===== src/shared/lin_sync_pkg.sv =====
// register map, field positions and timing constants of the lin sync and fault monitor
package lin_sync_pkg;
   localparam logic [15:0] RATE_HIGH_ADDR = 16'ha093;
   localparam logic [15:0] RATE_LOW_ADDR = 16'ha094;
   localparam logic [15:0] EVENT_FLAGS_ADDR = 16'ha095;
   localparam logic [15:0] EVENT_ENABLES_ADDR = 16'ha096;
   localparam logic [15:0] TIMEOUT_CONFIG_ADDR = 16'ha0b0;
   localparam logic [15:0] TX_LIMIT_LOW_ADDR = 16'ha0b1;
   localparam logic [15:0] TX_LIMIT_HIGH_ADDR = 16'ha0b2;
   localparam logic [15:0] RX_LIMIT_LOW_ADDR = 16'ha0b3;
   localparam logic [15:0] RX_LIMIT_HIGH_ADDR = 16'ha0b4;
   localparam logic [15:0] STUCK_CLEAR_LOW_ADDR = 16'ha0b5;
   localparam logic [15:0] STUCK_CLEAR_HIGH_ADDR = 16'ha0b6;
   localparam logic [15:0] STUCK_WAKE_ADDR = 16'ha0b7;
   localparam logic [15:0] STUCK_ACTIVE_ADDR = 16'ha0b8;
   localparam logic [15:0] CONTROL_ADDR = 16'ha090;
   // event flag register bit positions
   localparam int RECV_BIT = 7;
   localparam int MISMATCH_BIT = 6;
   localparam int LEVEL_BIT = 5;
   localparam int IDLE_BIT = 4;
   localparam int ASYNC_BIT = 3;
   localparam int BREAK_BIT = 2;
   localparam int SYNC_BIT = 1;
   localparam int OVF_BIT = 0;
   // enable register bit positions
   localparam int GLOBAL_BIT = 7;
   localparam int WIDE_BIT = 5;
   localparam int POL_BIT = 4;
   // control register bit positions
   localparam int EN_BIT = 7;
   localparam int ROLE_BIT = 6;
   localparam int AUTO_BIT = 5;
   localparam int ONESHOT_BIT = 4;
   // timeout configuration bit positions
   localparam int RXLIM0_BIT = 7;
   localparam int BRKEXIT_BIT = 6;
   localparam int RXF_BIT = 3;
   localparam int TXF_BIT = 2;
   localparam int RXEN_BIT = 1;
   localparam int TXEN_BIT = 0;
   // stuck wake config bit positions
   localparam int SWF_BIT = 7;
   localparam int WF_BIT = 6;
   localparam int SWEN_BIT = 5;
   localparam int WEN_BIT = 4;
   localparam logic [7:0] RESET_BYTE = 8'h00;
   // sync tolerance in percent, wide break limits in bits and clocks, core clock in MHz
   localparam int NARROW_PCT = 6;
   localparam int WIDE_PCT = 50;
   localparam int WIDE_BREAK_BITS = 32;
   localparam logic [17:0] WIDE_BREAK_CLOCKS = 18'd253952;
   localparam int CORE_CLK_MHZ = 200;
endpackage


===== src/hdl/lin_sync_fault_monitor.sv =====
// lin sync acquisition, event flags, dominant timeouts and bus stuck/wake monitors
// What this block does
// - written bytes load divisor, rate clk/(div+1)
// - rate bytes read back acquired divisor
// - valid sync stores divisor, sets sync flag
// - auto update copies divisor, sets done flag
// - receive status set on start, cleared stop
// - loopback routes transmit back to receive
// - mismatch flag sticky, enable gates interrupt
// - abort options clear transmit or receive path
// - bus level bit mirrors receive pin
// - idle bit high when quiet or disabled
// - hardware sets flags, write one clears, mismatch write zero clears
// - break flag: sent as master, ended slave
// - counter overflow flag at all ones
// - global enable gates all event interrupts
// - narrow mode accepts six percent deviation
// - wide mode fifty percent, break limits
// - sync valid updated in wide mode
// - polarity bit inverts transmit output
// - transmit dominant timeout limit plus one
// - seventeen bit receive dominant timeout
// - fault may force break state exit
// - slow oscillator stuck and wake timing
// - role bit changes only while disabled
// - one shot update clears itself after use
//
// Strobed register access is this design's own decision.
module lin_sync_fault_monitor
   import lin_sync_pkg::*;
(
   input wire logic CORE_CLK,
   input wire logic SYS_RST,
   input wire logic [15:0] ADDR,
   input wire logic [7:0] WDATA,
   input wire logic WR_EN,
   input wire logic RD_EN,
   output logic [7:0] RDATA,
   input wire logic RXD_PIN,
   input wire logic TX_BIT,
   input wire logic TX_ACTIVE,
   input wire logic RX_START,
   input wire logic RX_STOP,
   input wire logic BREAK_SENT,
   input wire logic COUNTER_ALL_ONES,
   input wire logic FAST_TICK,
   input wire logic SLOW_TICK,
   output logic TXD_PIN,
   output logic RX_LINE,
   output logic [15:0] RATE_DIVISOR,
   output logic TX_ABORT,
   output logic RX_ABORT,
   output logic BREAK_EXIT,
   output logic MASTER_MODE,
   output logic BUS_IRQ,
   output logic FAULT_IRQ,
   output logic WAKE_IRQ
);
   import lin_sync_pkg::*;

   typedef enum logic [3:0] {
      S_IDLE = 4'b0001,
      S_BREAK = 4'b0010,
      S_SYNC = 4'b0100,
      S_DONE = 4'b1000
   } sync_state_type;

   // synchroniser on the receive pin
   logic rx_meta_q;
   logic rx_pin_q;
   // pin level and prior level for edge detection
   logic rx_prev_q;
   // register contents
   logic [7:0] ctrl_q;
   logic [15:0] rate_divisor_q;
   logic [15:0] acquired_rate_divisor_q;
   logic [7:0] flags_q;
   logic [7:0] enables_q;
   logic sync_valid_q;
   logic [7:0] tcfg_q;
   logic [15:0] tx_dominant_limit_q;
   logic [15:0] rx_dominant_hi_q;
   logic [15:0] stuck_clear_width_q;
   logic [7:0] stuck_active_width_q;
   logic [7:0] swake_q;
   logic loopback_enable_q;
   logic mismatch_abort_tx_q;
   logic mismatch_abort_rx_q;
   logic receive_in_progress_q;
   logic [7:0] rdata_q;
   // sync measurement
   sync_state_type state_q;
   logic [17:0] brk_cnt_q;
   logic [19:0] sync_cnt_q;
   logic [2:0] edge_cnt_q;
   // timeout counters
   logic [16:0] tx_dom_cnt_q;
   logic [16:0] rx_dom_cnt_q;
   logic [15:0] stuck_cnt_q;
   logic [3:0] wake_cnt_q;
   logic stuck_q;

   logic rx_line;
   logic tx_line;
   logic mismatch_set;
   logic sync_ok;
   logic sync_commit;
   logic slave_break_end;
   logic tx_fault_set;
   logic rx_fault_set;
   logic [15:0] measured;
   logic [16:0] rx_dominant_limit;
   logic [17:0] tol_span;

   // address match on a write strobe
   function automatic logic wr_at(input logic [15:0] a);
      wr_at = WR_EN && (ADDR == a);
   endfunction

   // two flop synchroniser for the receive pin
   always_ff @(posedge CORE_CLK) begin
      if (SYS_RST) begin
         rx_meta_q <= 1'b1;
         rx_pin_q <= 1'b1;
      end else begin
         rx_meta_q <= RXD_PIN;
         rx_pin_q <= rx_meta_q;
      end
   end

   // loopback picks the internal transmit level as receive input
   assign tx_line = TX_BIT;
   assign rx_line = loopback_enable_q ? tx_line : rx_pin_q;
   assign RX_LINE = rx_line;
   // pin stays driven in loopback; the pin mux outside can release it
   assign TXD_PIN = tx_line ^ enables_q[POL_BIT];
   assign RATE_DIVISOR = rate_divisor_q;
   assign MASTER_MODE = ctrl_q[ROLE_BIT];
   assign rx_dominant_limit = {rx_dominant_hi_q, tcfg_q[RXLIM0_BIT]};

   // previous line level
   always_ff @(posedge CORE_CLK) begin
      if (SYS_RST) begin
         rx_prev_q <= 1'b1;
      end else begin
         rx_prev_q <= rx_line;
      end
   end

   // control register; role changes only while disabled
   always_ff @(posedge CORE_CLK) begin
      if (SYS_RST) begin
         ctrl_q <= RESET_BYTE;
      end else if (wr_at(CONTROL_ADDR)) begin
         ctrl_q[EN_BIT] <= WDATA[EN_BIT];
         ctrl_q[AUTO_BIT] <= WDATA[AUTO_BIT];
         ctrl_q[ONESHOT_BIT] <= WDATA[ONESHOT_BIT];
         if (!ctrl_q[EN_BIT]) begin
            ctrl_q[ROLE_BIT] <= WDATA[ROLE_BIT];
         end
      end else if (sync_commit && !ctrl_q[AUTO_BIT]) begin
         ctrl_q[ONESHOT_BIT] <= 1'b0;
      end
   end

   // a measured sync is committed to the active divisor when updating is on
   assign sync_commit = sync_ok && (ctrl_q[AUTO_BIT] || ctrl_q[ONESHOT_BIT]);

   // active divisor: software writes, auto update overwrites
   always_ff @(posedge CORE_CLK) begin
      if (SYS_RST) begin
         rate_divisor_q <= {RESET_BYTE, RESET_BYTE};
      end else if (wr_at(RATE_HIGH_ADDR)) begin
         rate_divisor_q[15:8] <= WDATA;
      end else if (wr_at(RATE_LOW_ADDR)) begin
         rate_divisor_q[7:0] <= WDATA;
      end else if (sync_commit) begin
         rate_divisor_q <= measured;
      end
   end

   // sync field: five falling edges span eight bits; divisor = clocks/8 - 1
   assign measured = 16'(sync_cnt_q[19:3] - 17'd1);
   // allowed deviation from the current divisor
   assign tol_span = enables_q[WIDE_BIT] ?
      18'({2'b00, rate_divisor_q} * WIDE_PCT / 100) :
      18'({2'b00, rate_divisor_q} * NARROW_PCT / 100);
   assign sync_ok = (state_q == S_SYNC) && (edge_cnt_q == 3'd5) &&
      ({2'b00, measured} + tol_span >= {2'b00, rate_divisor_q}) &&
      ({2'b00, measured} <= {2'b00, rate_divisor_q} + tol_span);
   assign slave_break_end = (state_q == S_BREAK) && rx_line && !rx_prev_q;

   // slave header tracker: break, then sync measurement
   always_ff @(posedge CORE_CLK) begin
      if (SYS_RST || !ctrl_q[EN_BIT] || ctrl_q[ROLE_BIT]) begin
         state_q <= S_IDLE;
         brk_cnt_q <= '0;
         sync_cnt_q <= '0;
         edge_cnt_q <= '0;
      end else begin
         unique case (state_q)
            S_IDLE: begin
               brk_cnt_q <= rx_line ? 18'd0 : brk_cnt_q + 18'd1;
               // a break is dominant beyond eleven times the divisor in clocks
               if (!rx_line && brk_cnt_q > 18'({2'b00, rate_divisor_q} * 11)) begin
                  state_q <= S_BREAK;
               end
            end
            S_BREAK: begin
               brk_cnt_q <= brk_cnt_q + 18'd1;
               if (rx_fault_set && tcfg_q[BRKEXIT_BIT]) begin
                  state_q <= S_IDLE;
               end else if (slave_break_end) begin
                  // wide mode needs a break below 32 bits and the clock limit
                  if (enables_q[WIDE_BIT] && (brk_cnt_q >= WIDE_BREAK_CLOCKS ||
                      brk_cnt_q >=
                      18'(({2'b00, rate_divisor_q} + 18'd1) * WIDE_BREAK_BITS))) begin
                     state_q <= S_IDLE;
                  end else begin
                     state_q <= S_SYNC;
                  end
                  sync_cnt_q <= '0;
                  edge_cnt_q <= '0;
               end
            end
            S_SYNC: begin
               if (edge_cnt_q != 3'd0) begin
                  sync_cnt_q <= sync_cnt_q + 20'd1;
               end
               if (!rx_line && rx_prev_q) begin
                  edge_cnt_q <= edge_cnt_q + 3'd1;
               end
               if (edge_cnt_q == 3'd5) begin
                  state_q <= S_DONE;
               end
            end
            S_DONE: begin
               state_q <= S_IDLE;
               brk_cnt_q <= '0;
            end
         endcase
      end
   end

   // acquired divisor and sync valid status
   always_ff @(posedge CORE_CLK) begin
      if (SYS_RST) begin
         acquired_rate_divisor_q <= {RESET_BYTE, RESET_BYTE};
         sync_valid_q <= 1'b0;
      end else if (state_q == S_SYNC && edge_cnt_q == 3'd5) begin
         if (sync_ok) begin
            acquired_rate_divisor_q <= measured;
         end
         if (enables_q[WIDE_BIT]) begin
            sync_valid_q <= sync_ok;
         end
      end
   end

   // receive status from the receiver's start and stop events
   always_ff @(posedge CORE_CLK) begin
      if (SYS_RST || RX_ABORT) begin
         receive_in_progress_q <= 1'b0;
      end else if (RX_START) begin
         receive_in_progress_q <= 1'b1;
      end else if (RX_STOP) begin
         receive_in_progress_q <= 1'b0;
      end
   end

   // a mismatch while transmitting
   assign mismatch_set = TX_ACTIVE && (rx_line != tx_line);

   // writable bits of the flag register
   always_ff @(posedge CORE_CLK) begin
      if (SYS_RST) begin
         loopback_enable_q <= 1'b0;
         mismatch_abort_tx_q <= 1'b0;
         mismatch_abort_rx_q <= 1'b0;
      end else if (wr_at(EVENT_FLAGS_ADDR)) begin
         loopback_enable_q <= WDATA[RECV_BIT];
         mismatch_abort_tx_q <= WDATA[LEVEL_BIT];
         mismatch_abort_rx_q <= WDATA[IDLE_BIT];
      end
   end

   // sticky event flags; a hardware set wins over a software clear
   always_ff @(posedge CORE_CLK) begin
      if (SYS_RST) begin
         flags_q <= RESET_BYTE;
      end else begin
         if (wr_at(EVENT_FLAGS_ADDR)) begin
            // mismatch clears by writing zero, others by writing one
            if (!WDATA[MISMATCH_BIT]) begin
               flags_q[MISMATCH_BIT] <= 1'b0;
            end
            if (WDATA[ASYNC_BIT]) flags_q[ASYNC_BIT] <= 1'b0;
            if (WDATA[BREAK_BIT]) flags_q[BREAK_BIT] <= 1'b0;
            if (WDATA[SYNC_BIT]) flags_q[SYNC_BIT] <= 1'b0;
            if (WDATA[OVF_BIT]) flags_q[OVF_BIT] <= 1'b0;
         end
         if (mismatch_set) flags_q[MISMATCH_BIT] <= 1'b1;
         if (sync_commit) flags_q[ASYNC_BIT] <= 1'b1;
         if ((ctrl_q[ROLE_BIT] && BREAK_SENT) || slave_break_end) begin
            flags_q[BREAK_BIT] <= 1'b1;
         end
         if (sync_ok) flags_q[SYNC_BIT] <= 1'b1;
         if (COUNTER_ALL_ONES) flags_q[OVF_BIT] <= 1'b1;
      end
   end

   // abort strobes for as long as a mismatch lasts
   assign TX_ABORT = mismatch_set && mismatch_abort_tx_q;
   assign RX_ABORT = mismatch_set && mismatch_abort_rx_q;
   assign BREAK_EXIT = (state_q == S_BREAK) && rx_fault_set && tcfg_q[BRKEXIT_BIT];

   // enable register
   always_ff @(posedge CORE_CLK) begin
      if (SYS_RST) begin
         enables_q <= RESET_BYTE;
      end else if (wr_at(EVENT_ENABLES_ADDR)) begin
         enables_q <= WDATA;
      end
   end

   // plain data registers of the timeout block
   always_ff @(posedge CORE_CLK) begin
      if (SYS_RST) begin
         tx_dominant_limit_q <= {RESET_BYTE, RESET_BYTE};
         rx_dominant_hi_q <= {RESET_BYTE, RESET_BYTE};
         stuck_clear_width_q <= {RESET_BYTE, RESET_BYTE};
         stuck_active_width_q <= RESET_BYTE;
      end else if (WR_EN) begin
         if (ADDR == TX_LIMIT_LOW_ADDR) tx_dominant_limit_q[7:0] <= WDATA;
         if (ADDR == TX_LIMIT_HIGH_ADDR) tx_dominant_limit_q[15:8] <= WDATA;
         if (ADDR == RX_LIMIT_LOW_ADDR) rx_dominant_hi_q[7:0] <= WDATA;
         if (ADDR == RX_LIMIT_HIGH_ADDR) rx_dominant_hi_q[15:8] <= WDATA;
         if (ADDR == STUCK_CLEAR_LOW_ADDR) stuck_clear_width_q[7:0] <= WDATA;
         if (ADDR == STUCK_CLEAR_HIGH_ADDR) stuck_clear_width_q[15:8] <= WDATA;
         if (ADDR == STUCK_ACTIVE_ADDR) stuck_active_width_q <= WDATA;
      end
   end

   // dominant timers count fast oscillator ticks while the line is low
   assign tx_fault_set = FAST_TICK && !tx_line && (tx_dom_cnt_q == {1'b0, tx_dominant_limit_q});
   assign rx_fault_set = FAST_TICK && !rx_line && (rx_dom_cnt_q == rx_dominant_limit);
   always_ff @(posedge CORE_CLK) begin
      if (SYS_RST || tx_line) begin
         tx_dom_cnt_q <= '0;
      end else if (FAST_TICK && tx_dom_cnt_q <= {1'b0, tx_dominant_limit_q}) begin
         tx_dom_cnt_q <= tx_dom_cnt_q + 17'd1;
      end
   end
   always_ff @(posedge CORE_CLK) begin
      if (SYS_RST || rx_line) begin
         rx_dom_cnt_q <= '0;
      end else if (FAST_TICK && rx_dom_cnt_q <= rx_dominant_limit) begin
         rx_dom_cnt_q <= rx_dom_cnt_q + 17'd1;
      end
   end

   // timeout configuration with sticky fault flags, write zero clears
   always_ff @(posedge CORE_CLK) begin
      if (SYS_RST) begin
         tcfg_q <= RESET_BYTE;
      end else begin
         if (wr_at(TIMEOUT_CONFIG_ADDR)) begin
            tcfg_q <= WDATA & tcfg_q | WDATA & ~(8'h01 << RXF_BIT) & ~(8'h01 << TXF_BIT);
         end
         if (tx_fault_set) tcfg_q[TXF_BIT] <= 1'b1;
         if (rx_fault_set) tcfg_q[RXF_BIT] <= 1'b1;
      end
   end

   // stuck dominant and wake timers on slow oscillator ticks
   always_ff @(posedge CORE_CLK) begin
      if (SYS_RST) begin
         stuck_cnt_q <= '0;
         stuck_q <= 1'b0;
         wake_cnt_q <= '0;
      end else if (SLOW_TICK) begin
         if (!rx_line) begin
            wake_cnt_q <= (wake_cnt_q == swake_q[3:0]) ? wake_cnt_q : wake_cnt_q + 4'd1;
            stuck_cnt_q <= stuck_q ? 16'd0 :
               (stuck_cnt_q == {8'h00, stuck_active_width_q}) ? 16'd0 : stuck_cnt_q + 16'd1;
            if (stuck_cnt_q == {8'h00, stuck_active_width_q}) stuck_q <= 1'b1;
         end else begin
            wake_cnt_q <= '0;
            stuck_cnt_q <= stuck_q ? ((stuck_cnt_q == stuck_clear_width_q) ? 16'd0 :
               stuck_cnt_q + 16'd1) : 16'd0;
            if (stuck_q && stuck_cnt_q == stuck_clear_width_q) stuck_q <= 1'b0;
         end
      end
   end

   // wake configuration, flags sticky and cleared by writing zero
   always_ff @(posedge CORE_CLK) begin
      if (SYS_RST) begin
         swake_q <= RESET_BYTE;
      end else begin
         if (wr_at(STUCK_WAKE_ADDR)) begin
            swake_q <= WDATA & (swake_q | 8'h3f);
         end
         if (SLOW_TICK && !rx_line && wake_cnt_q + 4'd1 == swake_q[3:0] + 4'd1 &&
             wake_cnt_q != swake_q[3:0] + 4'd1) begin
            swake_q[WF_BIT] <= 1'b1;
         end
         if (SLOW_TICK && !rx_line && !stuck_q &&
             stuck_cnt_q == {8'h00, stuck_active_width_q}) begin
            swake_q[SWF_BIT] <= 1'b1;
         end
      end
   end

   // interrupt requests
   // global enable gates the mismatch request and the four event requests
   assign BUS_IRQ = enables_q[GLOBAL_BIT] &&
      ((|(flags_q[3:0] & enables_q[3:0])) ||
      (flags_q[MISMATCH_BIT] && enables_q[MISMATCH_BIT]));
   assign FAULT_IRQ = (tcfg_q[TXF_BIT] && tcfg_q[TXEN_BIT]) || (tcfg_q[RXF_BIT] && tcfg_q[RXEN_BIT]);
   assign WAKE_IRQ = (swake_q[WF_BIT] && swake_q[WEN_BIT]) || (swake_q[SWF_BIT] && swake_q[SWEN_BIT]);

   // read data, one cycle after the strobe
   always_ff @(posedge CORE_CLK) begin
      if (SYS_RST) begin
         rdata_q <= RESET_BYTE;
      end else if (RD_EN) begin
         unique case (ADDR)
            CONTROL_ADDR: rdata_q <= {ctrl_q[7:6], 6'h00};
            RATE_HIGH_ADDR: rdata_q <= acquired_rate_divisor_q[15:8];
            RATE_LOW_ADDR: rdata_q <= acquired_rate_divisor_q[7:0];
            EVENT_FLAGS_ADDR: rdata_q <= {receive_in_progress_q, flags_q[MISMATCH_BIT],
               rx_pin_q, !ctrl_q[EN_BIT] || (state_q == S_IDLE && !TX_ACTIVE &&
               !receive_in_progress_q), flags_q[3:0]};
            EVENT_ENABLES_ADDR: rdata_q <= {enables_q[7:5], sync_valid_q, enables_q[3:0]};
            TIMEOUT_CONFIG_ADDR: rdata_q <= tcfg_q;
            TX_LIMIT_LOW_ADDR: rdata_q <= tx_dominant_limit_q[7:0];
            TX_LIMIT_HIGH_ADDR: rdata_q <= tx_dominant_limit_q[15:8];
            RX_LIMIT_LOW_ADDR: rdata_q <= rx_dominant_hi_q[7:0];
            RX_LIMIT_HIGH_ADDR: rdata_q <= rx_dominant_hi_q[15:8];
            STUCK_CLEAR_LOW_ADDR: rdata_q <= stuck_clear_width_q[7:0];
            STUCK_CLEAR_HIGH_ADDR: rdata_q <= stuck_clear_width_q[15:8];
            STUCK_WAKE_ADDR: rdata_q <= swake_q;
            STUCK_ACTIVE_ADDR: rdata_q <= stuck_active_width_q;
            default: rdata_q <= RESET_BYTE;
         endcase
      end
   end
   assign RDATA = rdata_q;

   // flag set by a mismatch stays until software clears it
   property p_mismatch_sticky;
      @(posedge CORE_CLK) disable iff (SYS_RST)
      mismatch_set |=> flags_q[MISMATCH_BIT];
   endproperty
   a_mismatch_sticky: assert property (p_mismatch_sticky) else $error("mismatch flag lost");
   property p_sync_flag;
      @(posedge CORE_CLK) disable iff (SYS_RST)
      sync_ok |=> flags_q[SYNC_BIT] && acquired_rate_divisor_q == $past(measured);
   endproperty
   a_sync_flag: assert property (p_sync_flag) else $error("sync not stored");
   property p_auto_copy;
      @(posedge CORE_CLK) disable iff (SYS_RST)
      sync_commit && !WR_EN |=> rate_divisor_q == acquired_rate_divisor_q;
   endproperty
   a_auto_copy: assert property (p_auto_copy) else $error("divisor not updated");
   property p_polarity;
      @(posedge CORE_CLK) disable iff (SYS_RST)
      TXD_PIN == (TX_BIT ^ enables_q[POL_BIT]);
   endproperty
   a_polarity: assert property (p_polarity) else $error("transmit polarity wrong");
   property p_irq_gate;
      @(posedge CORE_CLK) disable iff (SYS_RST)
      BUS_IRQ == (enables_q[GLOBAL_BIT] &&
         (|(flags_q & enables_q & ((8'h01 << MISMATCH_BIT) | 8'h0f))));
   endproperty
   a_irq_gate: assert property (p_irq_gate) else $error("interrupt not gated");
   property p_tx_fault;
      @(posedge CORE_CLK) disable iff (SYS_RST)
      tx_fault_set |=> tcfg_q[TXF_BIT];
   endproperty
   a_tx_fault: assert property (p_tx_fault) else $error("tx fault flag missed");
   property p_rx_fault;
      @(posedge CORE_CLK) disable iff (SYS_RST)
      rx_fault_set |=> tcfg_q[RXF_BIT];
   endproperty
   a_rx_fault: assert property (p_rx_fault) else $error("rx fault flag missed");
   property p_oneshot;
      @(posedge CORE_CLK) disable iff (SYS_RST)
      sync_commit && !ctrl_q[AUTO_BIT] && !WR_EN |=> !ctrl_q[ONESHOT_BIT];
   endproperty
   a_oneshot: assert property (p_oneshot) else $error("one shot not cleared");
endmodule


===== config.mk =====
export PLATFORM = sky130hd
export DESIGN_NAME = lin_sync_fault_monitor
export DESIGN_NICKNAME = d
export VERILOG_FILES = /design/src/shared/lin_sync_pkg.sv /design/src/hdl/lin_sync_fault_monitor.sv
export SDC_FILE = /design/constraint.sdc
export NUM_CORES = 1
export LEC_CHECK = 0
export BUFFER_PORTS_ARGS = -buffer_cell sky130_fd_sc_hd__buf_2
export CAP_MARGIN = 10
export CORE_ASPECT_RATIO = 1.75
export CORE_MARGIN = 4
export CORE_UTILIZATION = 30
export DETAILED_ROUTE_END_ITERATION = 10
export GPL_TIMING_DRIVEN = 0
export PLACE_DENSITY = 0.47
export SYNTH_ARGS = -nofsm -noshare
export SYNTH_HDL_FRONTEND = slang
export SYNTH_SLANG_ARGS = --single-unit

===== constraint.sdc =====
create_clock -name CORE_CLK -period 21.6 [get_ports CORE_CLK]
set_clock_uncertainty 0.2 [all_clocks]
set_input_delay 4.32 -clock CORE_CLK [delete_from_list [all_inputs] [get_ports CORE_CLK]]
set_output_delay 4.32 -clock CORE_CLK [all_outputs]
set_load 0.03 [all_outputs]

# Word level (Yosys, flattened, before mapping)
# Cells that the tools add are included.
# Widths: inputs -> output; s select.
# word_totals
register_bits,237
latchBits,0
mem_bits_rw,0
rom_bits,0
input_bits,37
memories,0
# op_classes
n_addsub,12
multipliers,3
div_mod_pow,2
order_cmp,7
n_eq_ne,38
shifts,0
muxes,55
bitwise,7
reduce_logical,108
# ops
op,count
$eq 16x16->1 const B,14
$pmux 8 s14,1
$mux 16,6
$mux 20,3
$pmux 18 s3,1
$logic_and 1x1->1,44
$pmux 20 s2,1
$reduce_bool 2->1,19
$add 16x18->18,2
$mux 18,2
$reduce_and 2->1,18
$add 17x1->17 const B,2
$div 19x7->32 const B,1
$div 22x7->32 const B,1
$mux 4,8
$mux 8,4
$mux 1,23
$mul 16x5->21 const B,1
$add 20x1->20 const B,1
$add 18x1->18 const B,1
$ge 18x16->1,1
$ge 18x18->1,1
$ge 18x18->1 const B,1
$gt 18x18->1,1
other kinds (39),75

# Longest topological paths before layout
# Gate-level depths: netlist (run 1).
# logic_depth
depth_word,11
depth_mapped,84
ltp_nobuf,76

# Worst setup path before layout (run 1)
# OpenSTA, ideal clock, no wires.
# synth_timing
path_type,reg-to-reg
startpoint,"register rate_divisor_q[2], in the netlist RATE_DIVISOR[2]"
endpoint,"register rate_divisor_q[14], in the netlist RATE_DIVISOR[14]"
setup_ns,0.065
arrival_ns,16.001
slack_ns,5.334
path_stages_with_launch,74
path_buffers,5
synth_period_minus_slack_ns,16.266
cell_sequence,dfxtp_1 ha_1 fa_1 inv_1 fa_1 inv_1 ha_1 o211ai_1 o211ai_1 a2111oi_1 o221a_1 buf_4 nand3_2 a221o_1 a2111oi_4 or2_2 o21ai_2 a211oi_4 [... 38 more ...] o21bai_1 a21oi_1 xnor2_1 ha_1 a21o_1 a21oi_1 o21ai_0 a21o_1 a21oi_1 nor4b_1 a311oi_1 o21ai_0 nand2b_1 clkbuf_1 clkbuf_1 a211oi_1 a21oi_1 nor2_1
# synth_via
elab_chain_cells,10
# synth_lines
item,line,source
"start, declared",lin_sync_fault_monitor.sv:75,logic [15:0] rate_divisor_q;
"start signal, assigned",lin_sync_fault_monitor.sv:172,"rate_divisor_q <= {RESET_BYTE, RESET_BYTE};"
"start signal, assigned",lin_sync_fault_monitor.sv:178,rate_divisor_q <= measured;
$mul 16x5->21 or $mul 16x2->18 (tied branches),"lin_sync_fault_monitor.sv:186, lin_sync_fault_monitor.sv:187",
$div 22x7->32 or $div 19x7->32 (tied branches),"lin_sync_fault_monitor.sv:186, lin_sync_fault_monitor.sv:187",
$mux 18,lin_sync_fault_monitor.sv:185,assign tol_span = enables_q[WIDE_BIT] ?
$add 16x18->18,lin_sync_fault_monitor.sv:189,"({2'b00, measured} + tol_span >= {2'b00, rate_divisor_q}) &&"
$ge 18x16->1,lin_sync_fault_monitor.sv:189,
$logic_and 1x1->1,lin_sync_fault_monitor.sv:188,assign sync_ok = (state_q == S_SYNC) && (edge_cnt_q == 3'd5) &&
$logic_and 1x1->1 (*),lin_sync_fault_monitor.sv:189,
$logic_and 1x1->1 (*),lin_sync_fault_monitor.sv:167,assign sync_commit = sync_ok && (ctrl_q[AUTO_BIT] || ctrl_q[ONESHOT_BIT]);
$reduce_bool 2->1 (no source line) (*),n/a,
$reduce_and 2->1 (no source line) (*),n/a,
# Mark *: on every way between the ends. The rest lies on a longest branch, timed or not.
# A chain may end at the register's enable or synchronous reset.

# Final worst setup path (run 1)
# layout_timing
startpoint,"register rate_divisor_q[10], in the netlist RATE_DIVISOR[10]"
endpoint,"register rate_divisor_q[14], in the netlist RATE_DIVISOR[14]"
# The elaborated chain is that of the path after synthesis.

==> results of run 1 <==
-- through the flow --
stage | util | hold WS [ps]
after floorplan | - | 189.5
after global placement | 0.3239 | 192.1
after detailed placement | 0.3241 | 194.2
after CTS | 0.3344 | 207.4
after global routing | 0.3347 | 223.4
final | 0.3348 | 206.6
-- layer usage --
metal  global-route usage  vias to the layer above  share of wire
met5                    0                        -              0
met4               0.1303                        0          0.073
met3              0.01287                      251          0.032
met2               0.4392                      687           0.55
met1               0.2186                    10500           0.34
li1                     -                    10420              -
-- what timing repair did --
item,4_1_cts,5_1_grt
buffers inserted,0,1
gates resized for setup,0,8
endpoints found under the hold margin,0,0
setup endpoints to repair,0,28
hold buffers,0,0
-- registers in the layout (all words and copies together) (netlist names), 8 cells and up --
signal	count
sync_cnt_q	19
brk_cnt_q	18
rx_dom_cnt_q	17
tx_dom_cnt_q	17
RATE_DIVISOR	16
acquired_rate_divisor_q	16
rx_dominant_hi_q	16
stuck_clear_width_q	16
stuck_cnt_q	16
tx_dominant_limit_q	16
RDATA	8
enables_q	8
stuck_active_width_q	8
swake_q	8
tcfg_q	8
-- cells by family after synthesis --
group | Yosys count | synth area share
buf+inv | 329 | 0.05799
fa+ha+maj | 266 | 0.1633
flops | 236 | 0.2128
xor+xnor | 221 | 0.08887
mux | 70 | 0.03268
simple gates | 1018 | 0.2199
compound gates | 727 | 0.2245
-- worst paths after layout --
path,depth (start not counted),start,endpoint,slack [ps]
worst min register to register,1,rx_meta_q$_SDFF_PP1_,rx_pin_q$_SDFF_PP1_,210
worst max-delay path,72,RATE_DIVISOR[10]$_SDFFE_PP0P_,RATE_DIVISOR[14]$_SDFFE_PP0P_,1620
worst min-delay path,1,rx_meta_q$_SDFF_PP1_,rx_pin_q$_SDFF_PP1_,210
worst max register to register,72,RATE_DIVISOR[10]$_SDFFE_PP0P_,RATE_DIVISOR[14]$_SDFFE_PP0P_,1620
-- placed cells by master, fill, tap and decap left out, types with 90 or more instances in the layout --
cell | netlist | layout
nand3_1 | 103 | 103
o21ai_0 | 103 | 103
ha_1 | 225 | 225
a21oi_1 | 250 | 250
nand2_1 | 293 | 293
xnor2_1 | 132 | 132
nor2_1 | 277 | 277
dfxtp_1 | 236 | 231
inv_1 | 215 | 215
clkbuf_1 | 85 | 90
-- report_power, final --
group / leakage [nW] / internal, mW / switching, mW / total, mW
registers: 1.91 / 0.436 / 0.00150 / 0.438
clock network: 0.372 / 0.230 / 0.187 / 0.417
logic: 7.42 / 0.00830 / 0.0313 / 0.0396
-- layout make-up --
type / instances / area share
multi-input cells: 2302 / 0.6624
repair buffers: 64 / 0.01345
diodes: 1 / 0.0001022
inverters: 220 / 0.03374
well taps: 931 / 0.04760
clock inverters: 7 / 0.002914
flip-flops and latches: 236 / 0.1933
clock buffers: 34 / 0.02766
plain buffers: 109 / 0.01887
==> qor.yml, run 1 <==
power:
  power_leakage_nw: 9.699
  cellPowerDensity_nw_per_um2: 36.54
  peakVddDrop_v: 0.00007069
  report.power.total_mw: 0.8942
drt:
  drtPass1Iterations: 6
  wl_mm: 88.75
  wl_per_cell_microns: 22.73
  via_per_inst: 5.598
  vias: 21850
  ant_nets: 0
  drc: 0
  drt_iter0_drc: 1287
synth:
  synthesis.area_sq_um: 22200
  synth_flop_cell: "dfxtp_1"
  async_reset_ff_frac: 0
  synth_fp_nets: 3169
  yosysMostFrequentCell: "nand2_1"
  synth_top_area_share: 0.2128
  avgSynthCellArea_sq_um: 7.745
  synth_edf_count: 0
  netlist_instances: 2867
  ys_warn_count: 0
  yosysTopAreaCell: "dfxtp_1"
  yosys_register_bits: 236
  ys_top_cells_by_area: "dfxtp_1 21%, ha_1 13%, a21oi_1 5.6%, xnor2_1 5.2%, nand2_1 5.0%"
  synth_common_cells: "293 x nand2_1, 277 x nor2_1, 250 x a21oi_1"
  yosysSeqAreaShare: 0.2128
  ys_types: 116
setup_path:
  cpPeakStageDelay_ps: 750
  start_kind: "flop"
  critPathTopFamily: "compound AO/OA/AOI/OAI gates"
  worst-path-max-fanout: 11
  worst-path-buf-inv: 7
  critPathCaptureType: "flop"
  critPathRequiredTime_ps: 21860
  critical_path_arrival_ps: 20240
  cpMostUsedCell: "a21oi_1"
  crit_path_top_delay_cell: "dfxtp_1"
  critPathKind: "reg -> reg"
global_route:
  grt_pass1_wl_mm: 134.6
  grt-ovfl-total: 0
  antenna_found_initial: 1
  grt_max_degree: 15
  first_global_vias: 22370
  grtUsageTotal: 0.2210
sta:
  setup_viol: 0
  slew_viol_final: 0
  totalNegativeSetupSlack_ps: 0
  worst_pin_slew_ps: 1049
  fmax_ghz: 0.05005
  fin_crit_sh: 0.9249
  fin_ws_ps: 1621
  rsz0062_at_grt: "false"
  slew_headroom: 0.2956
  min_period_ps: 19980
  hold_viol_final: 0
die:
  die_area_sq_um: 78600
  ios: 70
  initial_core_util: 0.3037
  die_width_microns: 213.7
  num_rows: 131
  coreArea_sq_um: 73100
  die_y_microns: 367.9
placement:
  io_buffers: 62
  place_area_sq_um: 23690
  hpwl_mm: 72.75
  placed_cells: 3861
  gp_congestion: 0.9905
  pre_cts_slack_ps: 1148
final_layout:
  n_fill_cell: 7871
  drive_above_1_share: 0.06898
  multi_input_area_sq_um: 16210
  seq_area_sq_um: 4731
  area_delta_synth_final_pct: 10.22
  stdcell_count: 3904
  fin_area_sq_um: 24470
  nNetsFinal: 3258
run:
  maxCapViolCount: 0
clock_tree:
  clkTransAtPathRegs_ps: 70
  cts_buffers: 23
  cts_root_buffer: "clkbuf_16"
  h-tree-depth: 1
  cts_num_sinks: 236
  tritoncts: "built"
  clock_latency_ps: 550
  cts_buffer_depth: 3
worst_hold_path:
  min_path_type: "reg -> reg"
status:
  status: "completed"
Note: power is estimated with default switching activity, not from simulation.
==> run 2, diff against run 1 <==
ABC_AREA = 1   (was not set)
SLEW_MARGIN = 10   (was not set)
clock period = 18.4 ns   (was 21.6 ns; I/O delays follow)
==> run 2 against run 1 <==
Net effect: combinational power up 11%; critical path depth is 31 higher; critical path type unchanged; clock power grew 29%; final cell count up 5.1%.
==> qor.yml, run 2 <==
drt:
  wl_per_cell_microns: 18.51  # -19%
  drtPass1Iterations: 8  # +2
  drt_iter0_drc: 957  # -26%
  drc: 0  # unchanged
  via_per_inst: 4.960  # -11%
  wl_mm: 75.95  # -14%
  ant_nets: 0  # unchanged
  vias: 20350  # -6.9%
synth:
  yosys.area_share.adder: 0.1716  # +0.008260
  netlist_instances: 3083  # +7.5%
  yosys_register_bits: 236  # unchanged
  synth_common_cells: "530 x inv_1, 484 x nand2_1, 270 x a21oi_1"
  synth_top_area_share: 0.2242  # +0.01138
  avgSynthCellArea_sq_um: 6.836  # -12%
  yosysSeqAreaShare: 0.2242  # +0.01138
  async_reset_ff_frac: 0  # unchanged
  yosysMostFrequentCell: "inv_1"
  ys_warn_count: 0  # unchanged
  ys_top_cells_by_area: "dfxtp_1 22%, ha_1 13%, inv_1 9.4%, nand2_1 8.6%, a21oi_1 6.4%"
  synth-compound-area-share: 0.1801  # -0.04445
  synth.area.mux_share: 0  # -0.03268
  synth-xor-area-share: 0.04488  # -0.04399
  ys_types: 63  # -46%
  synth_fp_nets: 3385  # +6.8%
  synthSimpleGateAreaFrac: 0.2654  # +0.04554
  synth_edf_count: 0  # unchanged
  synthesis.area_sq_um: 21080  # -5.1%
  synth_top_family_by_area: "simple AND/OR/NAND/NOR gates"
  yosysTopAreaCell: "dfxtp_1"
  synth_flop_cell: "dfxtp_1"
die:
  initial_core_util: 0.3025  # -0.001202
  ios: 70  # unchanged
  die_area_sq_um: 74730  # -4.9%
  coreArea_sq_um: 69670  # -4.7%
  die_y_microns: 358.6  # -2.5%
  die_width_microns: 208.4  # -2.5%
  num_rows: 128  # -2.3%
setup_path:
  rr_worst_depth: 103  # +43%
  reg2reg_from: "RATE_DIVISOR[4]$_SDFFE_PP0P_"
  r2r_slack_ps: 1800  # +180 ps
  critPathRequiredTime_ps: 18670  # -3190 ps
  critPathCaptureType: "flop"
  start_kind: "flop"
  cpPeakStageDelay_ps: 860  # +110 ps
  reg2reg_to: "RATE_DIVISOR[7]$_SDFFE_PP0P_"
  critPathKind: "reg -> reg"
  worst-path-max-fanout: 11  # unchanged
  cpMostUsedCell: "nand2_2"
  crit_path_top_delay_cell: "dfxtp_1"
  critical_path_arrival_ps: 16880  # -3360 ps
clock_tree:
  cts_buffers: 24  # +4.3%
  cts_root_buffer: "clkbuf_16"
  cts_num_sinks: 236  # unchanged
  tritoncts: "built"
  cts-resized-gates: 0  # unchanged
  postCtsSetupBuffers: 0  # unchanged
  cts_buffer_depth: 3  # unchanged
  clock_latency_ps: 560  # about the same
  h-tree-depth: 1  # unchanged
  hold_buffers: 0  # unchanged
  clkTransAtPathRegs_ps: 70  # about the same
sta:
  hold_viol_final: 0  # unchanged
  rsz0062_at_grt: "false"
  slew_headroom: 0.2279  # -0.06773
  fin_crit_sh: 0.9024  # -0.02257
  setup_viol: 0  # unchanged
  totalNegativeSetupSlack_ps: 0  # unchanged
  fmax_ghz: 0.06023  # +20%
  min_period_ps: 16600  # -3375 ps
  slew_viol_final: 0  # unchanged
  worst_pin_slew_ps: 1150  # +101.9 ps
placement:
  hpwl_mm: 63.21  # -13%
  gp_congestion: 0.9655  # -2.5%
  io_buffers: 66  # +6.5%
global_route:
  grt_max_degree: 15  # unchanged
  grtUsageTotal: 0.1991  # -0.02184
  antenna_found_initial: 0  # -1
  grt_pass1_wl_mm: 116.8  # -13%
  first_global_vias: 20630  # -7.8%
  grt-ovfl-total: 0  # unchanged
final_layout:
  drive_above_1_share: 0.08866  # +0.01968
  final_cell_mix: "530 x inv_1, 484 x nand2_1, 269 x a21oi_1"
  largestRegisters: "sync_cnt_q (19), brk_cnt_q (18)"
  area_delta_synth_final_pct: 11.02
  final_common_cell: "inv_1"
  fin_util: 0.3359  # +0.001102
  top_register: "sync_cnt_q"
  largest_reg_flops: 19  # unchanged
  nNetsFinal: 3477  # +6.7%
  antennaDiodeCount: 0  # -1
power:
  peakVddDrop_v: 0.00005432  # -23%
  cellPowerDensity_nw_per_um2: 46.75  # +28%
  power_leakage_nw: 10.78  # +11%
run:
  maxCapViolCount: 0  # unchanged
worst_hold_path:
  whs_path_depth: 1  # unchanged
  min_path_type: "reg -> reg"
  min_to: "rx_pin_q$_SDFF_PP1_"
  hp-start: "rx_meta_q$_SDFF_PP1_"
status:
  status: "completed"
## run 2: cell types whose count changed in the layout (fill, tap and decap cells not counted), sizes merged, moves of 23 or more
cell	change
a21o	-28
a22oi	-24
and3	-23
clkbuf	-30
inv	+351
mux2i	-63
nand2	+256
nand2b	-32
nand3	+78
nor2	-32
nor2b	-38
o21ai	+82
o22ai	+33
xnor2	-108
## run 2: cell families after synthesis
logic type,count (synthesis)
and+or+nand+nor,1175
xor gates and xnor gates,108
adders and majority gates,265
DFF,236
buffers and inverters,636
AOI/OAI and AO/OA,663
## run 2: worst max-delay path, delay by kind of cell (launching register included)
family,cells,cell delay [ps]
adders and majority gates,6,2100
AOI/OAI and AO/OA,19,3630
buffers and inverters,10,1470
and+or+nand+nor,67,8030
xor gates and xnor gates,1,140
DFF,1,860
## run 2: layout make-up
class                           count  area, sq um
Timing Repair Buffer               66        330.3
Inverter                          579         2176
Buffer                             57        225.2
Clock inverter                      7        91.34
Fill cell                        7756        46270
Sequential cell                   236         4737
Multi-Input combinational cell   2211        13950
Clock buffer                       36        747.0
Tap cell                          910         1139
## run 2: power by group
part	leakage [nW]	total [mW]	switching (mW)	internal, mW
combinational	8.46	0.0441	0.0347	0.00931
sequential	1.91	0.513	0.00144	0.512
clock	0.414	0.536	0.228	0.309
## run 2: how the worst max path moves through the flow
stage,slack (ps),to,startpoint
after floorplan,5180,RATE_DIVISOR[6]$_SDFFE_PP0P_,RATE_DIVISOR[2]$_SDFFE_PP0P_
after global placement,1050,RATE_DIVISOR[6]$_SDFFE_PP0P_,RATE_DIVISOR[11]$_SDFFE_PP0P_
after detailed placement,1120,RATE_DIVISOR[6]$_SDFFE_PP0P_,RATE_DIVISOR[11]$_SDFFE_PP0P_
after CTS,960,RATE_DIVISOR[6]$_SDFFE_PP0P_,RATE_DIVISOR[11]$_SDFFE_PP0P_
after global routing,110,RATE_DIVISOR[6]$_SDFFE_PP0P_,RATE_DIVISOR[1]$_SDFFE_PP0P_
final,1800,RATE_DIVISOR[7]$_SDFFE_PP0P_,RATE_DIVISOR[4]$_SDFFE_PP0P_
## run 2: metal layers
metal	up-vias	share of wire	track usage
li1	10410	-	-
met3	180	0.032	0.01973
met4	0	0.069	0.1188
met2	384	0.56	0.4069
met1	9370	0.34	0.1877
met5	-	0	0
## run 2: metrics by stage
| step | power [mW] | setup slack, ps | cells | area (sq um) | hold slack, ps |
|---|---|---|---|---|---|
| after floorplan | 0.5450 | 5178 | 3083 | 21080 | 189.5 |
| after detailed placement | 0.5683 | 1117 | 4059 | 22550 | 208.8 |
| final | 1.094 | 1797 | 4102 | 23400 | 240.0 |
| after global placement | 0.5689 | 1047 | 4059 | 22550 | 215.1 |
| after CTS | 1.107 | 957.2 | 4102 | 23380 | 243.5 |
| after global routing | 1.127 | 114.5 | 4102 | 23400 | 247.8 |
==> run 3, diff against run 2 <==
BUFFER_PORTS_ARGS = not set   (was -buffer_cell sky130_fd_sc_hd__buf_2)
DONT_BUFFER_PORTS = 1   (was not set)
==> run 3 against run 2 <==
Net effect: worst setup slack got worse by 220 ps; largest power group unchanged; combinational power decreased by 16%; maximum frequency decreased by 1.3%; non-clock buffer count decreased by 66; power increased by 2.2%; core utilization decreased by 0.39 points; routed wire length decreased by 0.35%; final cell count decreased by 1.6%; via count decreased by 1.0%.
==> qor.yml, run 3 (synthesized netlist as in run 2, its figures left out) <==
placement:
  hpwl_mm: 63.10  # -0.18%
  gp_congestion: 0.9813  # +1.6%
  placed_cells: 3993  # -1.6%
  io_buffers: 0  # -100%
  pre_cts_slack_ps: 1030  # -86.96 ps
  place_area_sq_um: 22220  # -1.5%
die:
  num_rows: 128  # unchanged
  die_width_microns: 208.4  # unchanged
  die_y_microns: 358.6  # unchanged
  die_area_sq_um: 74730  # unchanged
  coreArea_sq_um: 69670  # unchanged
  initial_core_util: 0.3025  # unchanged
  ios: 70  # unchanged
clock_tree:
  hold_buffers: 0  # unchanged
  cts_num_sinks: 236  # unchanged
  cts_buffer_depth: 3  # unchanged
  clock_latency_ps: 570  # about the same
  tritoncts: "built"
  cts_buffers: 26  # +8.3%
  cts_root_buffer: "clkbuf_16"
  h-tree-depth: 1  # unchanged
  clkTransAtPathRegs_ps: 70  # about the same
sta:
  min_period_ps: 16820  # +217.4 ps
  slew_headroom: 0.2156  # -0.01223
  totalNegativeSetupSlack_ps: 0  # unchanged
  fin_crit_sh: 0.9142  # +0.01181
  worst_pin_slew_ps: 1169  # +18.23 ps
  slew_viol_final: 0  # unchanged
  fin_ws_ps: 1579  # -217.4 ps
  setup_viol: 0  # unchanged
  fin_hold_ws_ps: 239.4  # -0.5300 ps
  fmax_ghz: 0.05945  # -1.3%
  hold_viol_final: 0  # unchanged
  rsz0062_at_grt: "false"
drt:
  drc: 0  # unchanged
  ant_nets: 0  # unchanged
  via_per_inst: 4.987  # +0.56%
  vias: 20140  # -1.0%
  wl_mm: 75.68  # -0.35%
  drtPass1Iterations: 6  # -2
  wl_per_cell_microns: 18.74  # +1.2%
  drt_iter0_drc: 911  # -4.8%
final_layout:
  final_common_cell: "inv_1"
  largest_reg_flops: 19  # unchanged
  area_delta_synth_final_pct: 9.730
  fin_area_sq_um: 23130  # -1.2%
  nNetsFinal: 3413  # -1.8%
  stdcell_count: 4038  # -1.6%
  antennaDiodeCount: 0  # unchanged
  fin_util: 0.3320  # -0.003916
  largestRegisters: "sync_cnt_q (19), brk_cnt_q (18)"
  top_register: "sync_cnt_q"
  n_fill_cell: 7725  # -0.40%
  final_cell_mix: "530 x inv_1, 484 x nand2_1, 270 x a21oi_1"
  drive_above_1_share: 0.07033  # -0.01833
setup_path:
  cp-startpoint: "RATE_DIVISOR[0]$_SDFFE_PP0P_"
  critPathTopFamily: "simple AND/OR/NAND/NOR gates"
  critPathCapture: "RATE_DIVISOR[6]$_SDFFE_PP0P_"
  critical_path_arrival_ps: 17110  # +230 ps
  reg2reg_to: "RATE_DIVISOR[6]$_SDFFE_PP0P_"
  r2r_slack_ps: 1580  # -220 ps
  critPathKind: "reg -> reg"
  cpMostUsedCell: "nand2_2"
  crit_path_top_delay_cell: "dfxtp_1"
  worst-path-max-fanout: 12  # +1
  critPathCaptureType: "flop"
  start_kind: "flop"
  cpPeakStageDelay_ps: 970  # +110 ps
  reg2reg_from: "RATE_DIVISOR[0]$_SDFFE_PP0P_"
  crit_cells: 105  # +1.9%
  worst-path-buf-inv: 10  # unchanged
  rr_worst_depth: 105  # +1.9%
  critPathRequiredTime_ps: 18690  # +20 ps
status:
  status: "completed"
global_route:
  grt_pass1_wl_mm: 115.7  # -0.93%
  first_global_vias: 20400  # -1.1%
  grtUsageTotal: 0.1976  # -0.001527
  antenna_found_initial: 1  # +1
  grt-ovfl-total: 0  # unchanged
  grt_max_degree: 16  # +1
run:
  maxCapViolCount: 0  # unchanged
power:
  power_leakage_nw: 10.50  # -2.6%
  cellPowerDensity_nw_per_um2: 48.34  # +3.4%
  report.power.total_mw: 1.118  # +2.2%
  peakVddDrop_v: 0.00006588  # +21%
worst_hold_path:
  min_path_type: "reg -> reg"
==> run 3: metal layers <==
layer / vias up / GRT usage / wire length (microns)
li1: 10290 / - / -
met1: 9300 / 0.1801 / 25710
met2: 381 / 0.4123 / 42440
met3: 173 / 0.02689 / 2992
met4: 0 / 0.1049 / 4545
met5: - / 0 / 0
==> run 3: layout make-up <==
type                       instances  area (sq um)  area share
buffer                            57         225.2    0.009738
clock buffer                      32         703.2     0.03040
clock inverter                    13         193.9    0.008386
inverter                         579          2176     0.09408
multi-input combinational       2211         13950      0.6032
sequential                       236          4740      0.2049
tap                              910          1139     0.04923
==> run 3: how the worst min path moves through the flow <==
stage	cells past startpoint	slack, ps	end	start
floorplan	1	190	rx_pin_q$_SDFF_PP1_	rx_meta_q$_SDFF_PP1_
global placement	1	220	rx_pin_q$_SDFF_PP1_	rx_meta_q$_SDFF_PP1_
detailed placement	1	210	rx_pin_q$_SDFF_PP1_	rx_meta_q$_SDFF_PP1_
CTS	1	250	rx_pin_q$_SDFF_PP1_	rx_meta_q$_SDFF_PP1_
global route	1	250	rx_pin_q$_SDFF_PP1_	rx_meta_q$_SDFF_PP1_
finish	1	240	rx_pin_q$_SDFF_PP1_	rx_meta_q$_SDFF_PP1_
==> run 3: worst reg2reg max path: cells and delay by family, from the launching register on <==
family | cells | cell delay, ps
AND/OR/NAND/NOR | 68 | 8040
AO/OA/AOI/OAI | 19 | 3750
adder cells (fa/ha/maj) | 7 | 2340
buffers and inverters | 10 | 1300
flip-flops | 1 | 970
XOR/XNOR | 1 | 150
==> run 3: power by group <==
part	internal (mW)	switching (mW)
logic	0.00675	0.0304
registers	0.512	0.00133
clock network	0.330	0.237
==> run 3: repair_timing <==
item,4_1_cts,5_1_grt
endpoints found under the setup margin,0,8
resized for setup,0,12
setup buffers,0,0
